**config.mk**
```make
export PLATFORM = sky130hd
export DESIGN_NAME = lfosc_ctrl
export DESIGN_NICKNAME = d
export VERILOG_FILES = /design/src/lfosc_pkg.sv /design/src/lfosc_ctrl.sv
export VERILOG_INCLUDE_DIRS = /design/src
export SDC_FILE = /design/constraint.sdc
export NUM_CORES = 1
export LEC_CHECK = 0
export ABC_CLOCK_PERIOD_IN_PS = 2600
export BUFFER_PORTS_ARGS = -buffer_cell sky130_fd_sc_hd__buf_2
export CORE_ASPECT_RATIO = 0.8
export CORE_MARGIN = 2
export CORE_UTILIZATION = 57
export DETAILED_ROUTE_END_ITERATION = 10
export HOLD_SLACK_MARGIN = 0.08
export PLACE_DENSITY = 0.77
export RECOVER_POWER = 50
export SYNTH_ARGS = -nofsm -noshare
export SYNTH_HDL_FRONTEND = slang
export SYNTH_SLANG_ARGS = --single-unit
```
**constraint.sdc**
```tcl
create_clock -name sys_clk_i -period 2.6 [get_ports sys_clk_i]
set_clock_uncertainty 0.05 [all_clocks]
set_input_delay 0.78 -clock sys_clk_i [delete_from_list [all_inputs] [get_ports sys_clk_i]]
set_output_delay 0.78 -clock sys_clk_i [all_outputs]
set_load 0.05 [all_outputs]
```
**src/lfosc_params.svh**
```systemverilog
// Constants for the low-frequency and external oscillator control block
`ifndef LFOSC_PARAMS_SVH
`define LFOSC_PARAMS_SVH

`define LF_CTRL_ADDR     8'h86
`define EXT_CTRL_ADDR    8'hb1
`define LF_EN_BIT        7
`define LF_RDY_BIT       6
`define LF_TRIM_MSB      5
`define LF_TRIM_LSB      2
`define LF_DIV_MSB       1
`define LF_DIV_LSB       0
`define EXT_VLD_BIT      7
`define EXT_MODE_MSB     6
`define EXT_MODE_LSB     4
`define EXT_FREQ_MSB     2
`define EXT_FREQ_LSB     0

`define LF_DIV_RST       2'h0
`define LF_DIV_BY8       2'h0
`define LF_DIV_BY4       2'h1
`define LF_DIV_BY2       2'h2
`define LF_DIV_BY1       2'h3
`define LF_TRIM_RST      4'h8
`define EXT_MODE_RST     3'h0
`define EXT_FREQ_RST     3'h0

`define EXT_MODE_CMOS    3'h2
`define EXT_MODE_CMOS2   3'h3
`define EXT_MODE_RC2     3'h4
`define EXT_MODE_CAP2    3'h5
`define EXT_MODE_XTAL    3'h6
`define EXT_MODE_OSC_PIN_OUT   3'h7

`define SYS_CLK_HZ       20000000
`define LF_NOM_HZ        80000
`define LF_HALF_NOM      (`SYS_CLK_HZ / (2 * `LF_NOM_HZ))
`define LF_TRIM_STEP     4
`define LF_HALF_BASE     (`LF_HALF_NOM - 8 * `LF_TRIM_STEP)
`define LF_SETTLE_EDGES  2
`define EXT_VALID_EDGES  16

`endif

```
**src/lfosc_pkg.sv**
```systemverilog
// Types shared by the oscillator control block
package lfosc_pkg;

  typedef struct packed {
    logic       en;
    logic [3:0] trim;
    logic [1:0] div;
  } lf_ctrl_s;

  typedef struct packed {
    logic [2:0] mode;
    logic [2:0] freq;
  } ext_ctrl_s;

  typedef enum logic [2:0] {
    EXT_OFF   = 3'b001,
    EXT_WAIT  = 3'b010,
    EXT_VALID = 3'b100
  } ext_state_e;

endpackage

```
**src/lfosc_ctrl.sv**
```systemverilog
// Low-frequency oscillator and external oscillator control, SFR slave
`timescale 1ns/100ps
`default_nettype none
`include "lfosc_params.svh"

// What this block and its firmware do
// [RULE1] Enable bit 7 runs or stops oscillator
// [RULE2] Bit 6 reads oscillator stabilized flag
// [RULE3] Ready cleared only by reset, divider change
// [RULE4] Trim bits 5:2, zero fastest, max slowest
// [RULE5] Firmware trims only while oscillator disabled
// [RULE6] Divider bits 1:0 divide by 8,4,2,1
// [RULE7] Register at 0x86, on every page
// [RULE8] Crystal uses both pins, others one
// [RULE9] External clock selectable as system clock
// [RULE10] Firmware picks crystal mode and range
// [RULE11] Divide-by-two stage gives 50% duty
// [RULE12] Readable valid flag for external clock
// [RULE13] Firmware sets pins analog, latches high
// [RULE14] Firmware waits 1 ms, polls valid
// [RULE15] Nominal 80 kHz before the divider
// [RULE16] Ready sets again after divider settles
module lfosc_ctrl
  import lfosc_pkg::*;
(
  input  wire logic       sys_clk_i,
  input  wire logic       rst_i,
  input  wire logic [7:0] sfr_addr_i,
  input  wire logic [7:0] sfr_wdata_i,
  input  wire logic       sfr_wr_i,
  input  wire logic       sfr_rd_i,
  output var  logic [7:0] sfr_rdata_o,
  input  wire logic       osc_pin_out_i,
  input  wire logic       sysclk_ext_sel_i,
  output var  logic       lf_clk_o,
  output var  logic       ext_clk_o,
  output var  logic       sysclk_src_ext_o,
  output var  logic       osc_pin_in_claim_o,
  output var  logic       osc_pin_out_claim_o
);

  function automatic logic ext_is_div2(input logic [2:0] m);
    ext_is_div2 = (m == `EXT_MODE_CMOS2) || (m == `EXT_MODE_RC2) ||
                  (m == `EXT_MODE_CAP2)  || (m == `EXT_MODE_OSC_PIN_OUT);
  endfunction

  function automatic logic ext_is_xtal(input logic [2:0] m);
    ext_is_xtal = (m == `EXT_MODE_XTAL) || (m == `EXT_MODE_OSC_PIN_OUT);
  endfunction

  lf_ctrl_s   lf_ctrl_q;
  ext_ctrl_s  ext_ctrl_q;
  ext_state_e ext_state_q;
  ext_state_e ext_state_d;
  logic [7:0] lf_cnt_q;
  logic       lf_raw_q;
  logic [2:0] lf_div_cnt_q;
  logic       lf_clk_q;
  logic [1:0] lf_settle_q;
  logic       lf_rdy_q;
  logic       pin_q;
  logic       ext_half_q;
  logic       ext_clk_q;
  logic [4:0] ext_edge_q;
  logic       src_ext_q;
  logic       in_claim_q;
  logic       out_claim_q;
  logic [7:0] rdata_q;

  // No page input: both registers decode on address alone
  wire        lf_sel     = (sfr_addr_i == `LF_CTRL_ADDR);  // see [RULE7]
  wire        ext_sel    = (sfr_addr_i == `EXT_CTRL_ADDR);
  wire        lf_wr      = sfr_wr_i && lf_sel;
  wire        ext_wr     = sfr_wr_i && ext_sel;
  wire        ext_restart = ext_wr && (sfr_wdata_i[`EXT_MODE_MSB:`EXT_MODE_LSB] != ext_ctrl_q.mode);
  wire        div_chg    = lf_wr && (sfr_wdata_i[`LF_DIV_MSB:`LF_DIV_LSB] != lf_ctrl_q.div);  // see [RULE3]
  // Trim stretches each half period; the middle code gives nominal rate
  wire [7:0]  lf_half    = 8'(`LF_HALF_BASE) + {2'h0, lf_ctrl_q.trim, 2'h0};  // see [RULE4] see [RULE15]
  wire        lf_wrap    = lf_ctrl_q.en && (lf_cnt_q == lf_half - 8'h01);
  wire        lf_rise    = lf_wrap && !lf_raw_q;
  wire        lf_div_sel = (lf_ctrl_q.div == `LF_DIV_BY1) ? lf_raw_q :
                           (lf_ctrl_q.div == `LF_DIV_BY2) ? lf_div_cnt_q[0] :
                           (lf_ctrl_q.div == `LF_DIV_BY4) ? lf_div_cnt_q[1] :
                                                            lf_div_cnt_q[2];  // see [RULE6]
  wire        lf_out_rise = lf_div_sel && !lf_clk_q;
  wire        lf_settled  = lf_out_rise && (lf_settle_q == 2'(`LF_SETTLE_EDGES - 1));
  wire        ext_on     = (ext_ctrl_q.mode[2:1] != 2'h0);
  wire        ext_div2   = ext_is_div2(ext_ctrl_q.mode);
  wire        ext_rise   = osc_pin_out_i && !pin_q;
  wire        ext_edges_done = ext_rise && (ext_edge_q == 5'(`EXT_VALID_EDGES - 1));
  wire        ext_valid  = (ext_state_q == EXT_VALID);
  wire [7:0]  lf_rd_word  = {lf_ctrl_q.en, lf_rdy_q, lf_ctrl_q.trim, lf_ctrl_q.div};
  wire [7:0]  ext_rd_word = {ext_valid, ext_ctrl_q.mode, 1'b0, ext_ctrl_q.freq};
  wire [7:0]  rdata_d    = lf_sel ? lf_rd_word : ext_sel ? ext_rd_word : 8'h00;

  always_comb
  begin
    ext_state_d = ext_state_q;
    unique case (ext_state_q)
      EXT_OFF:   if (ext_on) ext_state_d = EXT_WAIT;
      EXT_WAIT:  if (ext_edges_done) ext_state_d = EXT_VALID;  // see [RULE12]
      EXT_VALID: ext_state_d = EXT_VALID;
      default:   ext_state_d = EXT_OFF;
    endcase
    // A new mode write restarts qualification of the clock
    if (!ext_on)
      ext_state_d = EXT_OFF;
    else if (ext_restart)
      ext_state_d = EXT_WAIT;
  end

  always_ff @(posedge sys_clk_i or posedge rst_i)
  begin
    if (rst_i)
    begin
      lf_ctrl_q  <= '{en: 1'b0, trim: `LF_TRIM_RST, div: `LF_DIV_RST};
      ext_ctrl_q <= '{mode: `EXT_MODE_RST, freq: `EXT_FREQ_RST};
      rdata_q    <= 8'h00;
    end
    else
    begin
      if (lf_wr)
        lf_ctrl_q <= '{en:   sfr_wdata_i[`LF_EN_BIT],  // see [RULE1]
                       trim: sfr_wdata_i[`LF_TRIM_MSB:`LF_TRIM_LSB],
                       div:  sfr_wdata_i[`LF_DIV_MSB:`LF_DIV_LSB]};
      if (ext_wr)
        ext_ctrl_q <= '{mode: sfr_wdata_i[`EXT_MODE_MSB:`EXT_MODE_LSB],
                        freq: sfr_wdata_i[`EXT_FREQ_MSB:`EXT_FREQ_LSB]};
      if (sfr_rd_i)
        rdata_q <= rdata_d;
    end
  end

  // Low-frequency oscillator emulation; stopped means counter held at zero
  always_ff @(posedge sys_clk_i or posedge rst_i)
  begin
    if (rst_i)
    begin
      lf_cnt_q     <= 8'h00;
      lf_raw_q     <= 1'b0;
      lf_div_cnt_q <= 3'h0;
      lf_clk_q     <= 1'b0;
    end
    else
    begin
      lf_cnt_q     <= (!lf_ctrl_q.en || lf_wrap) ? 8'h00 : lf_cnt_q + 8'h01;  // see [RULE1]
      lf_raw_q     <= lf_ctrl_q.en && (lf_raw_q ^ lf_wrap);
      lf_div_cnt_q <= (!lf_ctrl_q.en || div_chg) ? 3'h0 : lf_div_cnt_q + {2'h0, lf_rise};
      lf_clk_q     <= lf_ctrl_q.en && lf_div_sel;
    end
  end

  // Ready survives a disable; only a divider change drops it, and that
  // clear beats a coincident settle because the settle was for the old ratio
  always_ff @(posedge sys_clk_i or posedge rst_i)
  begin
    if (rst_i)
    begin
      lf_settle_q <= 2'h0;
      lf_rdy_q    <= 1'b0;
    end
    else
    begin
      if (div_chg || !lf_ctrl_q.en)
        lf_settle_q <= 2'h0;
      else if (lf_out_rise && !lf_rdy_q && !lf_settled)
        lf_settle_q <= lf_settle_q + 2'h1;
      if (div_chg)
        lf_rdy_q <= 1'b0;  // see [RULE3]
      // A settle seen in the cycle of a disable must not raise ready
      else if (lf_settled && lf_ctrl_q.en)
        lf_rdy_q <= 1'b1;  // see [RULE2] see [RULE16]
    end
  end

  always_ff @(posedge sys_clk_i or posedge rst_i)
  begin
    if (rst_i)
    begin
      ext_state_q <= EXT_OFF;
      pin_q       <= 1'b0;
      ext_half_q  <= 1'b0;
      ext_clk_q   <= 1'b0;
      ext_edge_q  <= 5'h00;
      src_ext_q   <= 1'b0;
      in_claim_q  <= 1'b0;
      out_claim_q <= 1'b0;
    end
    else
    begin
      ext_state_q <= ext_state_d;
      pin_q       <= osc_pin_out_i;
      ext_half_q  <= ext_on && (ext_half_q ^ ext_rise);
      ext_clk_q   <= ext_on && (ext_div2 ? ext_half_q : pin_q);  // see [RULE11]
      // Count from zero again when the mode changes during the wait
      ext_edge_q  <= (ext_state_q != EXT_WAIT || ext_restart) ? 5'h00 : ext_edge_q + {4'h0, ext_rise};  // see [RULE12]
      src_ext_q   <= sysclk_ext_sel_i && ext_on;  // see [RULE9]
      in_claim_q  <= ext_on && ext_is_xtal(ext_ctrl_q.mode);  // see [RULE8]
      out_claim_q <= ext_on;
    end
  end

  assign sfr_rdata_o         = rdata_q;
  assign lf_clk_o            = lf_clk_q;
  assign ext_clk_o           = ext_clk_q;
  assign sysclk_src_ext_o    = src_ext_q;
  assign osc_pin_in_claim_o  = in_claim_q;
  assign osc_pin_out_claim_o = out_claim_q;

  lf_stop_a: assert property (@(posedge sys_clk_i) disable iff (rst_i) // see [RULE1]
    !lf_ctrl_q.en |=> !lf_clk_q && (lf_cnt_q == 8'h00))
    else $error("low-frequency output active while disabled");
  rdy_clear_a: assert property (@(posedge sys_clk_i) disable iff (rst_i) // see [RULE3]
    $fell(lf_rdy_q) |-> $past(div_chg))
    else $error("ready dropped without divider change");
  rdy_set_a: assert property (@(posedge sys_clk_i) disable iff (rst_i) // see [RULE16]
    $rose(lf_rdy_q) |-> $past(lf_ctrl_q.en) && $past(lf_out_rise) && !$past(div_chg))
    else $error("ready set without settled output");
  half_period_a: assert property (@(posedge sys_clk_i) disable iff (rst_i) // see [RULE4]
    (lf_ctrl_q.en && $past(lf_ctrl_q.en) && $changed(lf_raw_q)) |->
      $past(lf_cnt_q) == $past(lf_half) - 8'h01)
    else $error("half period does not match trim");
  div_eight_a: assert property (@(posedge sys_clk_i) disable iff (rst_i) // see [RULE6]
    ($rose(lf_clk_q) && lf_ctrl_q.div == `LF_DIV_BY8 && !$past(div_chg)) |-> $past(lf_div_cnt_q) == 3'h4)
    else $error("divide by eight misaligned");
  reg_read_a: assert property (@(posedge sys_clk_i) disable iff (rst_i) // see [RULE7]
    (sfr_rd_i && sfr_addr_i == `LF_CTRL_ADDR) |=> sfr_rdata_o == $past(lf_rd_word))
    else $error("control register read mismatch");
  pin_claim_a: assert property (@(posedge sys_clk_i) disable iff (rst_i) // see [RULE8]
    osc_pin_in_claim_o |-> osc_pin_out_claim_o && ext_is_xtal($past(ext_ctrl_q.mode)))
    else $error("first pin claimed outside crystal mode");
  half_clock_a: assert property (@(posedge sys_clk_i) disable iff (rst_i) // see [RULE11]
    (ext_div2 && $past(ext_div2, 2) && ext_on && $past(ext_on, 2) && $changed(ext_clk_q)) |->
      $past(ext_rise, 2))
    else $error("halved clock changed without input edge");
  valid_set_a: assert property (@(posedge sys_clk_i) disable iff (rst_i) // see [RULE12]
    $rose(ext_valid) |-> $past(ext_state_q == EXT_WAIT) && $past(ext_rise) && ext_on)
    else $error("valid set without qualified edges");
  src_ext_a: assert property (@(posedge sys_clk_i) disable iff (rst_i) // see [RULE9]
    sysclk_src_ext_o |-> $past(ext_on) && $past(sysclk_ext_sel_i))
    else $error("system clock switched to idle source");

  rdy_seen_c: cover property (@(posedge sys_clk_i) disable iff (rst_i) $rose(lf_rdy_q));
  rdy_redo_c: cover property (@(posedge sys_clk_i) disable iff (rst_i) $fell(lf_rdy_q) ##[1:1000] lf_out_rise);
  ext_valid_c: cover property (@(posedge sys_clk_i) disable iff (rst_i) $rose(ext_valid) && ext_div2);

endmodule
`default_nettype wire

```
==> results by group, run 1 <==
Status
  – Status: finished, final reports clean

Timing
  – RSZ-0062 raised after global routing: no
  – Hold slack final: 0.464 ns
  – TNS Setup: 0 ns
  – Minimum clock period: 2.36 ns
  – Slew HR: 0.267
  – Final Hold Violating Endpoints: 0
  – Final setup vio count: 0
  – Slew Viols, Final: 0
  – Fin worst setup slack: 0.239 ns
  – Final period util: 0.908
  – Slew @ Worst Pin: 1.10 ns
  – Fmax achieved: 424 MHz

GRT
  – Antenna violations before repair: 0
  – Largest net degree at the start of global routing: 32
  – First-pass GRT wire length: ~8700 um
  – Vias in the first global route: around 1800
  – GR Util All Layers: 0.225
  – GR Overflow Total: 0

Setup path
  – Critical Path Fanout Max: 9
  – Critical path class: flip-flop to flip-flop
  – CP peak stage delay: approximately 0.42 ns
  – Cell mode on critical path: ha_1
  – CP arrival: roughly 2.5 ns
  – Crit path cell chain: inv_1, ha_1, xor2_1, and4_1, and4_1, ha_1, ha_1, ha_1, xnor2_1, nor2_1
  – Worst setup EP type: flip-flop
  – CP Launch Type: flip-flop
  – CP bufs+invs: 1
  – CP delay by family, top: adder cells
  – Worst Path Required: ~2.8 ns
  – Slowest-stage cell, CP: dfrtp_1

Finish
  – Filler instances: 350
  – Reg area: approximately 1300 um^2
  – Area of the multi-input gates: ~1200 um^2
  – Fraction of layout cells with a size suffix above 1: 0.247
  – Leading cell types in the layout, fill and taps excluded: dfrtp_1 (49), buf_2 (33), nor2_1 (22)
  – Final nets: 305
  – Layout area overhead: 14.5%
  – Ant. Diodes: 0
  – Commonest non-fill, non-tap cell in the layout: dfrtp_1

Floorplan
  – Die X: 78.8 um
  – Boundary Pins: 35
  – Core Box Area: 4230 um^2
  – DIE HEIGHT: around 64 um
  – Initial Utilization: 0.603
  – Num rows: 21
  – Die ar.: 5030 um^2

Detailed routing
  – Iter 0 DRT Violations: 80
  – DR vias/cell: approximately 5.6
  – Via count: 1861
  – DR pass1 iterations: 4
  – Routed WL: approximately 4900 um
  – Drc violations: 0
  – Avg WL per Cell: between 10 and 15 um
  – Detail Route Antenna Nets: 0

Clock network
  – Clk buf depth: 2
  – CTS Hold Bufs: 0
  – Clk slew on worst S/H paths: around 0.10 ns
  – Clock root buffer: clkbuf_8
  – Total clock sinks: 51
  – Resized cells post-CTS: 0
  – Clock latency on the worst-skew pair: between 0.3 and 0.4 ns
  – Post-CTS Setup Bufs: 0
  – CTS buffer count: 5
  – TritonCTS clock tree: done
  – H-tree depth: 2

Logic synthesis
  – Cell area after synthesis: approximately 2600 um^2
  – Cells after synthesis: approximately 230
  – Ys async rst share: 1.00
  – Post-synth EDFFs: 0
  – Cell variety after synth: between 40 and 50
  – Primary FF master, synth: dfrtp_1
  – Syn nets: 263
  – Seq cells post-synth: just over 50
  – Syn Area/Cell: approximately 11 um^2
  – Sequential-to-total area share from yosys stat: 0.501
  – Yosys warning count: 0

Run
  – Max-cap violations: 0

Power and ir drop
  – Worst IR Drop VDD: around 0.43 mV
  – Leak: 1.39 nW
  – Power per Cell Area: about 540 nW/um^2

Min path
  – HP Class: flip-flop to flip-flop

Place
  – Final HPWL DP: about 3700 um
  – Port bufs: 34
  – RePlAce Congestion: around 0.85
  – Worst slack at placement: between 0.2 and 0.25 ns
final cells by class:
class                   instances  area share
multi-input cells             159       0.406
well taps                      57      0.0244
clock inverters                 3      0.0150
repair buffers                 40      0.0711
inverters                      17      0.0218
flip-flops and latches         51       0.438
clock buffers                   5      0.0236
synth_stat cells (2+ instances only):
cell type  count  area share
nand2b_1       3      0.0074
mux2_2         5       0.022
nand2_1       15       0.022
o21a_1         2      0.0059
nand3b_1       2      0.0059
o21ai_0        4      0.0078
xnor2_1        5       0.017
nor3_1         3      0.0059
dfrtp_1       49        0.48
ha_1           9       0.044
and4_1         2      0.0069
a311oi_1       9       0.031
inv_1         16       0.024
clkbuf_1       4      0.0059
dfstp_2        2       0.021
and2_1         2      0.0049
nor2b_1        5       0.012
a22oi_1        6       0.018
nor2_1        22       0.032
a21oi_1       11       0.022
xor2_1        17       0.058
and3_1         2      0.0049
nand3_1        8       0.016
mux2_4         7       0.041
nor4_1         2      0.0049
per-layer routing:
| metal | vias up | GRT usage | wire length [um] |
|---|---|---|---|
| li1 | 896 | - | - |
| met1 | 914 | 0.325 | 2360 |
| met2 | 43 | 0.347 | 2260 |
| met3 | 8 | 0.0438 | 224 |
| met4 | 0 | 0.0733 | 69 |
| met5 | - | 0 | 0 |
cells by family after synthesis:
kind of cell,synth area share
fa+ha+maj,0.0441
simple gates,0.162
flops,0.501
compound gates,0.106
xor+xnor,0.0755
mux,0.0760
buf+inv,0.0353
flip-flops by register name (all words and copies together) (netlist names):
register / flops
lf_cnt_q: 8
sfr_rdata_o: 8
lf_ctrl_q: 7
ext_ctrl_q: 6
ext_edge_q: 5
ext_state_q: 3
lf_div_cnt_q: 3
lf_settle_q: 2
ext_clk_o: 1
ext_half_q: 1
lf_clk_o: 1
lf_raw_q: 1
lf_rdy_q: 1
osc_pin_in_claim_o: 1
osc_pin_out_claim_o: 1
pin_q: 1
sysclk_src_ext_o: 1
report_power, final:
part	internal, mW	switching (mW)	total (mW)
Sequential	0.819	0.0261	0.845
Combinational	0.0626	0.112	0.174
Clock	0.287	0.273	0.560
path summary, 6_finish.rpt:
path / from / end / slack, ns / cells past startpoint
setup / recovery: lf_ctrl_q[2] / lf_div_cnt_q[2] / 0.24 / 10
hold / removal: ext_ctrl_q[1] / ext_ctrl_q[1] / 0.46 / 1
setup reg to reg: lf_ctrl_q[2] / lf_div_cnt_q[2] / 0.24 / 10
hold reg to reg: ext_ctrl_q[1] / ext_ctrl_q[1] / 0.46 / 1
max in group asynchronous: rst_i / sfr_rdata_o[2] / 0.78 / 3
min in group asynchronous: rst_i / sfr_rdata_o[4] / 0.69 / 2
metrics by stage:
stage | utilization | cell area [um^2] | cells | power [mW]
after floorplan | - | 2550 | 232 | 0.976
after global placement | 0.665 | 2810 | 324 | 1.03
after detailed placement | 0.665 | 2810 | 324 | 1.03
after CTS | 0.692 | 2930 | 332 | 1.59
after global routing | 0.691 | 2920 | 332 | 1.64
final | 0.691 | 2920 | 332 | 1.58
Note: power is estimated with default switching activity, not from simulation.
==> run 2: changes to the inputs <==
==> constraint.sdc (replaced) <==
create_clock -name sys_clk_i -period 2.6 [get_ports sys_clk_i]
set_clock_uncertainty 0.05 [all_clocks]
set_input_delay 0 -clock sys_clk_i [delete_from_list [all_inputs] [get_ports sys_clk_i]]
set_output_delay 0 -clock sys_clk_i [all_outputs]
set_load 0.05 [all_outputs]
==> run 2 against run 1 <==
Against the previous run: the run now ends with max-capacitance violations, max-slew violations left; final cell count is 2.7% higher; fmax up 0.13%; sequential share of layout area shrank 1.3 points; global-route usage is 0.12 points higher; highest routed layer unchanged; first-iteration DRC count increased by 29%; routed wire length rose by 4.8%.
==> results by group, run 2 (synthesis gave the netlist of run 1 again) <==
Status
  – Status: complete, but fails checks (was finished, final reports clean)
  – Violated checks: max-capacitance violations, max-slew violations

Timing
  – Final Hold Violating Endpoints: 0 (unchanged)
  – TNS Setup: 0 ns (unchanged)
  – Slew HR: -0.250 (was 0.267)
  – Final setup vio count: 0 (unchanged)
  – Final period util: 0.907 (was 0.908)
  – Minimum clock period: 2.36 ns (about the same)
  – Fmax achieved: 424 MHz (about the same)
  – RSZ-0062 raised after global routing: no (unchanged)
  – Slew Viols, Final: 52 (was 0)
  – Slew @ Worst Pin: 1.87 ns (was 1.10 ns)

Setup path
  – CP Launch Type: flip-flop (unchanged)
  – Critical Path Fanout Max: 9 (unchanged)
  – CP arrival: 2.50 ns (was 2.52 ns)
  – Worst Path Required: 2.75 ns (about the same)
  – Crit path cell chain: nor3_1, a21oi_1, mux2i_1, and4_1, ha_1, ha_1, ha_1, xnor2_1, nor2_1 (was inv_1, ha_1, xor2_1, and4_1, and4_1, ha_1, ha_1, ha_1, xnor2_1, nor2_1)
  – CP peak stage delay: 0.51 ns (was 0.42 ns)
  – Critical path class: flip-flop to flip-flop (unchanged)
  – Slowest-stage cell, CP: mux2i_1 (was dfrtp_1)
  – Worst setup EP type: flip-flop (unchanged)
  – CP bufs+invs: 0 (was 1)
  – CP delay by family, top: simple AND/OR/NAND/NOR gates (was adder cells)
  – Cell mode on critical path: ha_1 (unchanged)

Clock network
  – Clk slew on worst S/H paths: 0.09 ns (was 0.10 ns)
  – Clock latency on the worst-skew pair: 0.31 ns (about the same)
  – CTS buffer count: 5 (unchanged)
  – Clk buf depth: 2 (unchanged)
  – Total clock sinks: 51 (unchanged)
  – Clock root buffer: clkbuf_8 (unchanged)
  – TritonCTS clock tree: done (unchanged)
  – H-tree depth: 2 (unchanged)
  – Resized cells post-CTS: 0 (unchanged)

Place
  – Port bufs: 34 (unchanged)
  – Inst Count DP: 319 (was 324)
  – RePlAce Congestion: 0.824 (was 0.845)
  – Final HPWL DP: 3560 um (was 3720 um)

Floorplan
  – Die X: 78.8 um (unchanged)
  – DIE HEIGHT: 63.9 um (unchanged)
  – Die ar.: 5030 um^2 (unchanged)
  – Core Box Area: 4230 um^2 (unchanged)
  – Num rows: 21 (unchanged)
  – Initial Utilization: 0.603 (unchanged)
  – Boundary Pins: 35 (unchanged)

Finish
  – Layout area overhead: 18.0% (was 14.5%)
  – Final Non-Filler Cells: 341 (was 332)
  – Leading cell types in the layout, fill and taps excluded: dfrtp_1 (49), nor2_1 (22), buf_2 (20) (was dfrtp_1 (49), buf_2 (33), nor2_1 (22))
  – Fraction of layout cells with a size suffix above 1: 0.173 (was 0.247)
  – Final nets: 314 (was 305)
  – Commonest non-fill, non-tap cell in the layout: dfrtp_1 (unchanged)
  – Filler instances: 332 (was 350)
  – Ant. Diodes: 0 (unchanged)
  – Reg area: 1280 um^2 (unchanged)
  – Area of the multi-input gates: 1180 um^2 (was 1190 um^2)

Power and ir drop
  – Power per Cell Area: 530 nW/um^2 (was 541 nW/um^2)
  – Worst IR Drop VDD: 0.408 mV (was 0.435 mV)
  – Net Sw Power: 416 uW (was 411 uW)
  – P_int: 1.18 mW (was 1.17 mW)
  – Clock network power share: 0.354 (was 0.355)
  – Logic pwr share: 0.117 (was 0.110)
  – Switching Fraction: 0.261 (was 0.260)
  – Leak: 1.38 nW (was 1.39 nW)
  – Seq pwr share: 0.529 (was 0.535)

Run
  – Max-cap violations: 1 (was 0)

Detailed routing
  – Routed WL: 5150 um (was 4910 um)
  – Drc violations: 0 (unchanged)
  – DR pass1 iterations: 4 (unchanged)
  – DR vias/cell: 5.60 (was 5.61)
  – Detail Route Antenna Nets: 0 (unchanged)
  – Via count: 1909 (was 1861)
  – Iter 0 DRT Violations: 103 (was 80)
  – Avg WL per Cell: 15.1 um (was 14.8 um)

GRT
  – Met3 usage: 0.0565 (was 0.0438)
  – Antenna violations before repair: 0 (unchanged)
  – GR Util All Layers: 0.226 (was 0.225)
  – GR Overflow Total: 0 (unchanged)
  – GR Util met1: 0.315 (was 0.325)
  – First-pass GRT wire length: 8740 um (was 8680 um)
  – Vias in the first global route: 1857 (was 1821)
  – Largest net degree at the start of global routing: 52 (was 32)
  – GR Layer Usage met2: 0.357 (was 0.347)
  – Busiest layer in global routing: met2 (unchanged)

Min path
  – HP Class: primary input to flip-flop (was flip-flop to flip-flop)
## run 2: timing repair
item	CTS	global route
endpoints found under the hold margin	72	0
buffers inserted	0	0
hold buffers	14	0
## run 2: per-stage QoR
stage / utilization / instance area, um^2 / setup slack [ns] / hold slack (ns) / total power, mW
6_report: 0.712 / 3010 / 0.242 / 0.128 / 1.60
4_1_cts: 0.716 / 3030 / 0.241 / 0.123 / 1.62
3_3_place_gp: 0.656 / 2780 / 0.333 / 0.0743 / 1.03
5_1_grt: 0.712 / 3010 / 0.0174 / 0.189 / 1.66
2_1_floorplan: - / 2550 / 0.320 / -0.0186 / 0.976
3_5_place_dp: 0.656 / 2780 / 0.257 / 0.0765 / 1.03
## run 2: tightest hold or removal path, stage by stage
cell	delay [ns]
buf_2	0.08
or3b_4	0.13
nor4_2	0.08
nand3_1	0.09
o21ai_0	0.07
## run 2: layer usage
| metal | up-vias | share of wire |
|---|---|---|
| met3 | 5 | 0.037 |
| met1 | 940 | 0.49 |
| met2 | 44 | 0.47 |
| li1 | 920 | - |
| met4 | 0 | 0.0089 |
| met5 | - | 0 |
## run 2: worst paths after layout
kind,endpoint,cells after the start,from,slack [ns]
worst max register to register,lf_div_cnt_q[2],9,lf_ctrl_q[2],0.24
min in group asynchronous,lf_div_cnt_q[1],3,rst_i,0.78
worst min-delay path,sfr_rdata_o[3],5,sfr_addr_i[6],0.13
worst min register to register,ext_ctrl_q[2],1,ext_ctrl_q[2],0.48
max in group asynchronous,lf_ctrl_q[3],3,rst_i,0.63
worst max-delay path,lf_div_cnt_q[2],9,lf_ctrl_q[2],0.24
## run 2: area by class of cell
class / instances / share of cell area
clock buffers: 5 / 0.0229
clock inverters: 3 / 0.0154
inverters: 17 / 0.0212
multi-input cells: 159 / 0.393
flip-flops and latches: 51 / 0.425
well taps: 57 / 0.0237
repair buffers: 49 / 0.0997
## run 2: power groups by stage
stage | Clock [mW] | Combinational, mW | Sequential (mW)
after floorplan | 0 | 0.0864 | 0.889
after global placement | 0 | 0.167 | 0.858
after detailed placement | 0 | 0.173 | 0.859
after CTS | 0.582 | 0.189 | 0.844
after global routing | 0.611 | 0.204 | 0.849
final | 0.566 | 0.186 | 0.845
==> run 3: changes to the inputs <==
--- a/config.mk
+++ b/config.mk
@@ -9,10 +9,11 @@
 export ABC_CLOCK_PERIOD_IN_PS = 2600
 export BUFFER_PORTS_ARGS = -buffer_cell sky130_fd_sc_hd__buf_2
 export CORE_ASPECT_RATIO = 0.8
-export CORE_MARGIN = 2
+export CORE_MARGIN = 8
 export CORE_UTILIZATION = 57
 export DETAILED_ROUTE_END_ITERATION = 10
 export HOLD_SLACK_MARGIN = 0.08
+export MAX_ROUTING_LAYER = met4
 export PLACE_DENSITY = 0.77
 export RECOVER_POWER = 50
 export SYNTH_ARGS = -nofsm -noshare
==> run 3 against run 2 <==
Against the previous run: the run now ends clean; global-route usage is 5.3 points lower; worst setup slack worse by 0.014 ns; flip-flop and latch count stayed put; critical endpoint is now lf_div_cnt_q[1]; worst hold slack better by 0.053 ns; total power is 6.0% lower; largest cell class unchanged; largest power group unchanged; register-to-register slack hardly changed; critical path depth stayed put.
==> results by group, run 3 (synthesis gave the netlist of run 1 again) <==
GRT
  – Largest net degree at the start of global routing: 52 (unchanged)
  – GR Util All Layers: 0.174 (was 0.226)
  – Antenna violations before repair: 0 (unchanged)
  – GR Layer Usage met2: 0.286 (was 0.357)
  – GR Util met1: 0.206 (was 0.315)
  – Vias in the first global route: 1999 (was 1857)
  – Met3 usage: 0.0404 (was 0.0565)
  – First-pass GRT wire length: 9090 um (was 8740 um)
  – Busiest layer in global routing: met2 (unchanged)
  – GR Overflow Total: 0 (unchanged)

Timing
  – Final setup vio count: 0 (unchanged)
  – Hold slack final: 0.181 ns (was 0.128 ns)
  – RSZ-0062 raised after global routing: no (unchanged)
  – Final Hold Violating Endpoints: 0 (unchanged)
  – Slew @ Worst Pin: 1.23 ns (was 1.87 ns)
  – Slew HR: 0.182 (was -0.250)
  – Slew Viols, Final: 0 (was 52)
  – Fmax achieved: 422 MHz (was 424 MHz)
  – TNS Setup: 0 ns (unchanged)
  – Minimum clock period: 2.37 ns (was 2.36 ns)
  – Final period util: 0.912 (was 0.907)

Finish
  – Core Util, Final: 0.705 (was 0.712)
  – Layout area overhead: 17.5% (was 18.0%)
  – Final Non-Filler Cells: 342 (was 341)
  – Final nets: 315 (was 314)
  – Ant. Diodes: 0 (unchanged)
  – Commonest non-fill, non-tap cell in the layout: dfrtp_1 (unchanged)
  – Leading cell types in the layout, fill and taps excluded: dfrtp_1 (49), buf_2 (24), nor2_1 (22) (was dfrtp_1 (49), nor2_1 (22), buf_2 (20))
  – Fraction of layout cells with a size suffix above 1: 0.189 (was 0.173)

Status
  – Status: finished, final reports clean (was complete, but fails checks)

Clock network
  – CTS buffer count: 5 (unchanged)
  – Clock latency on the worst-skew pair: 0.30 ns (was 0.31 ns)
  – Clock root buffer: clkbuf_8 (unchanged)
  – CTS Hold Bufs: 14 (unchanged)
  – Total clock sinks: 51 (unchanged)
  – Resized cells post-CTS: 0 (unchanged)
  – H-tree depth: 2 (unchanged)
  – Clk slew on worst S/H paths: 0.09 ns (about the same)
  – Clk buf depth: 2 (unchanged)
  – Post-CTS Setup Bufs: 0 (unchanged)
  – TritonCTS clock tree: done (unchanged)

Floorplan
  – Die ar.: 6890 um^2 (was 5030 um^2)
  – Die X: 90.8 um (was 78.8 um)
  – Initial Utilization: 0.600 (was 0.603)
  – DIE HEIGHT: 75.9 um (was 63.9 um)
  – Num rows: 21 (unchanged)
  – Boundary Pins: 35 (unchanged)
  – Core Box Area: 4260 um^2 (was 4230 um^2)

Run
  – Max-cap violations: 0 (was 1)

Place
  – RePlAce Congestion: 0.848 (was 0.824)
  – Inst Count DP: 320 (was 319)
  – Final HPWL DP: 3860 um (was 3560 um)
  – Port bufs: 34 (unchanged)

Detailed routing
  – DR pass1 iterations: 4 (unchanged)
  – Avg WL per Cell: 15.4 um (was 15.1 um)
  – Detail Route Antenna Nets: 0 (unchanged)
  – DR vias/cell: 5.53 (was 5.60)
  – Iter 0 DRT Violations: 87 (was 103)
  – Drc violations: 0 (unchanged)
  – Routed WL: 5280 um (was 5150 um)
  – Via count: 1890 (was 1909)

Setup path
  – Cell mode on critical path: ha_1 (unchanged)
  – Critical path class: flip-flop to flip-flop (unchanged)
  – CP Launch Type: flip-flop (unchanged)
  – CP peak stage delay: 0.50 ns (was 0.51 ns)
  – CP arrival: 2.52 ns (was 2.50 ns)
  – Crit path cell chain: nor3_1, a21oi_1, mux2i_1, and4_1, ha_1, ha_1, ha_1, inv_1, nor2_1 (was nor3_1, a21oi_1, mux2i_1, and4_1, ha_1, ha_1, ha_1, xnor2_1, nor2_1)
  – Worst Path Required: 2.75 ns (about the same)
  – Worst Setup SP: lf_ctrl_q[2] (unchanged)
  – Critical Path Fanout Max: 9 (unchanged)
  – Worst setup EP type: flip-flop (unchanged)
  – Worst r2r src: lf_ctrl_q[2] (unchanged)
  – Slowest-stage cell, CP: mux2i_1 (unchanged)

Power and ir drop
  – Worst IR Drop VDD: 0.375 mV (was 0.408 mV)
  – Design Power: 1.50 mW (was 1.60 mW)
  – Leak: 1.39 nW (was 1.38 nW)
  – Power per Cell Area: 500 nW/um^2 (was 530 nW/um^2)

Min path
  – Hold path startpoint: sfr_addr_i[6] (unchanged)
  – HP Class: primary input to flip-flop (unchanged)
## run 3: cell count changes in the layout (fill, tap and decap cells not counted), sizes merged
cell      delta
buf          +4
bufinv       -1
clkbuf       -1
clkinv       +2
clkinvlp     -1
inv          -2
## run 3: worst paths after layout
kind	end	depth (start not counted)	slack [ns]
setup / recovery	lf_div_cnt_q[1]	9	0.23
hold / removal	sfr_rdata_o[3]	5	0.18
setup reg to reg	lf_div_cnt_q[1]	9	0.23
hold reg to reg	ext_ctrl_q[0]	1	0.48
max in group asynchronous	sfr_rdata_o[5]	4	1.19
min in group asynchronous	lf_cnt_q[4]	4	0.57
## run 3: area by class of cell
class / instances / area, um^2
Tap cell: 57 / 71.3
Inverter: 17 / 63.8
Timing Repair Buffer: 50 / 310
Clock inverter: 1 / 5.00
Fill cell: 340 / 1260
Sequential cell: 51 / 1280
Clock buffer: 7 / 86.3
Multi-Input combinational cell: 159 / 1180
## run 3: power by group
| part | total [mW] | switching [mW] | internal [mW] | leakage [nW] |
|---|---|---|---|---|
| clock | 0.470 | 0.254 | 0.215 | 0.0482 |
| sequential | 0.844 | 0.0256 | 0.819 | 0.690 |
| combinational | 0.187 | 0.114 | 0.0724 | 0.650 |
## run 3: through the flow
step | setup WS (ns) | instance area (um^2)
after floorplan | 0.320 | 2550
after global placement | 0.340 | 2780
after detailed placement | 0.221 | 2780
after CTS | 0.214 | 3010
after global routing | 0.0457 | 3000
final | 0.228 | 3000
## run 3: layer usage
metal,wire length [um],vias to the layer above,share of wire
met4,79,0,0.015
li1,-,919,-
met5,0,-,0
met2,2450,41,0.46
met3,192,7,0.036
met1,2560,923,0.48
## run 3: worst max-delay path: cells and delay by family, from the launching register on
family	cells	cell delay (ns)
flops	1	0.45
fa+ha+maj	3	0.49
buf+inv	1	0.05
simple gates	3	0.62
mux	1	0.50
compound gates	1	0.10
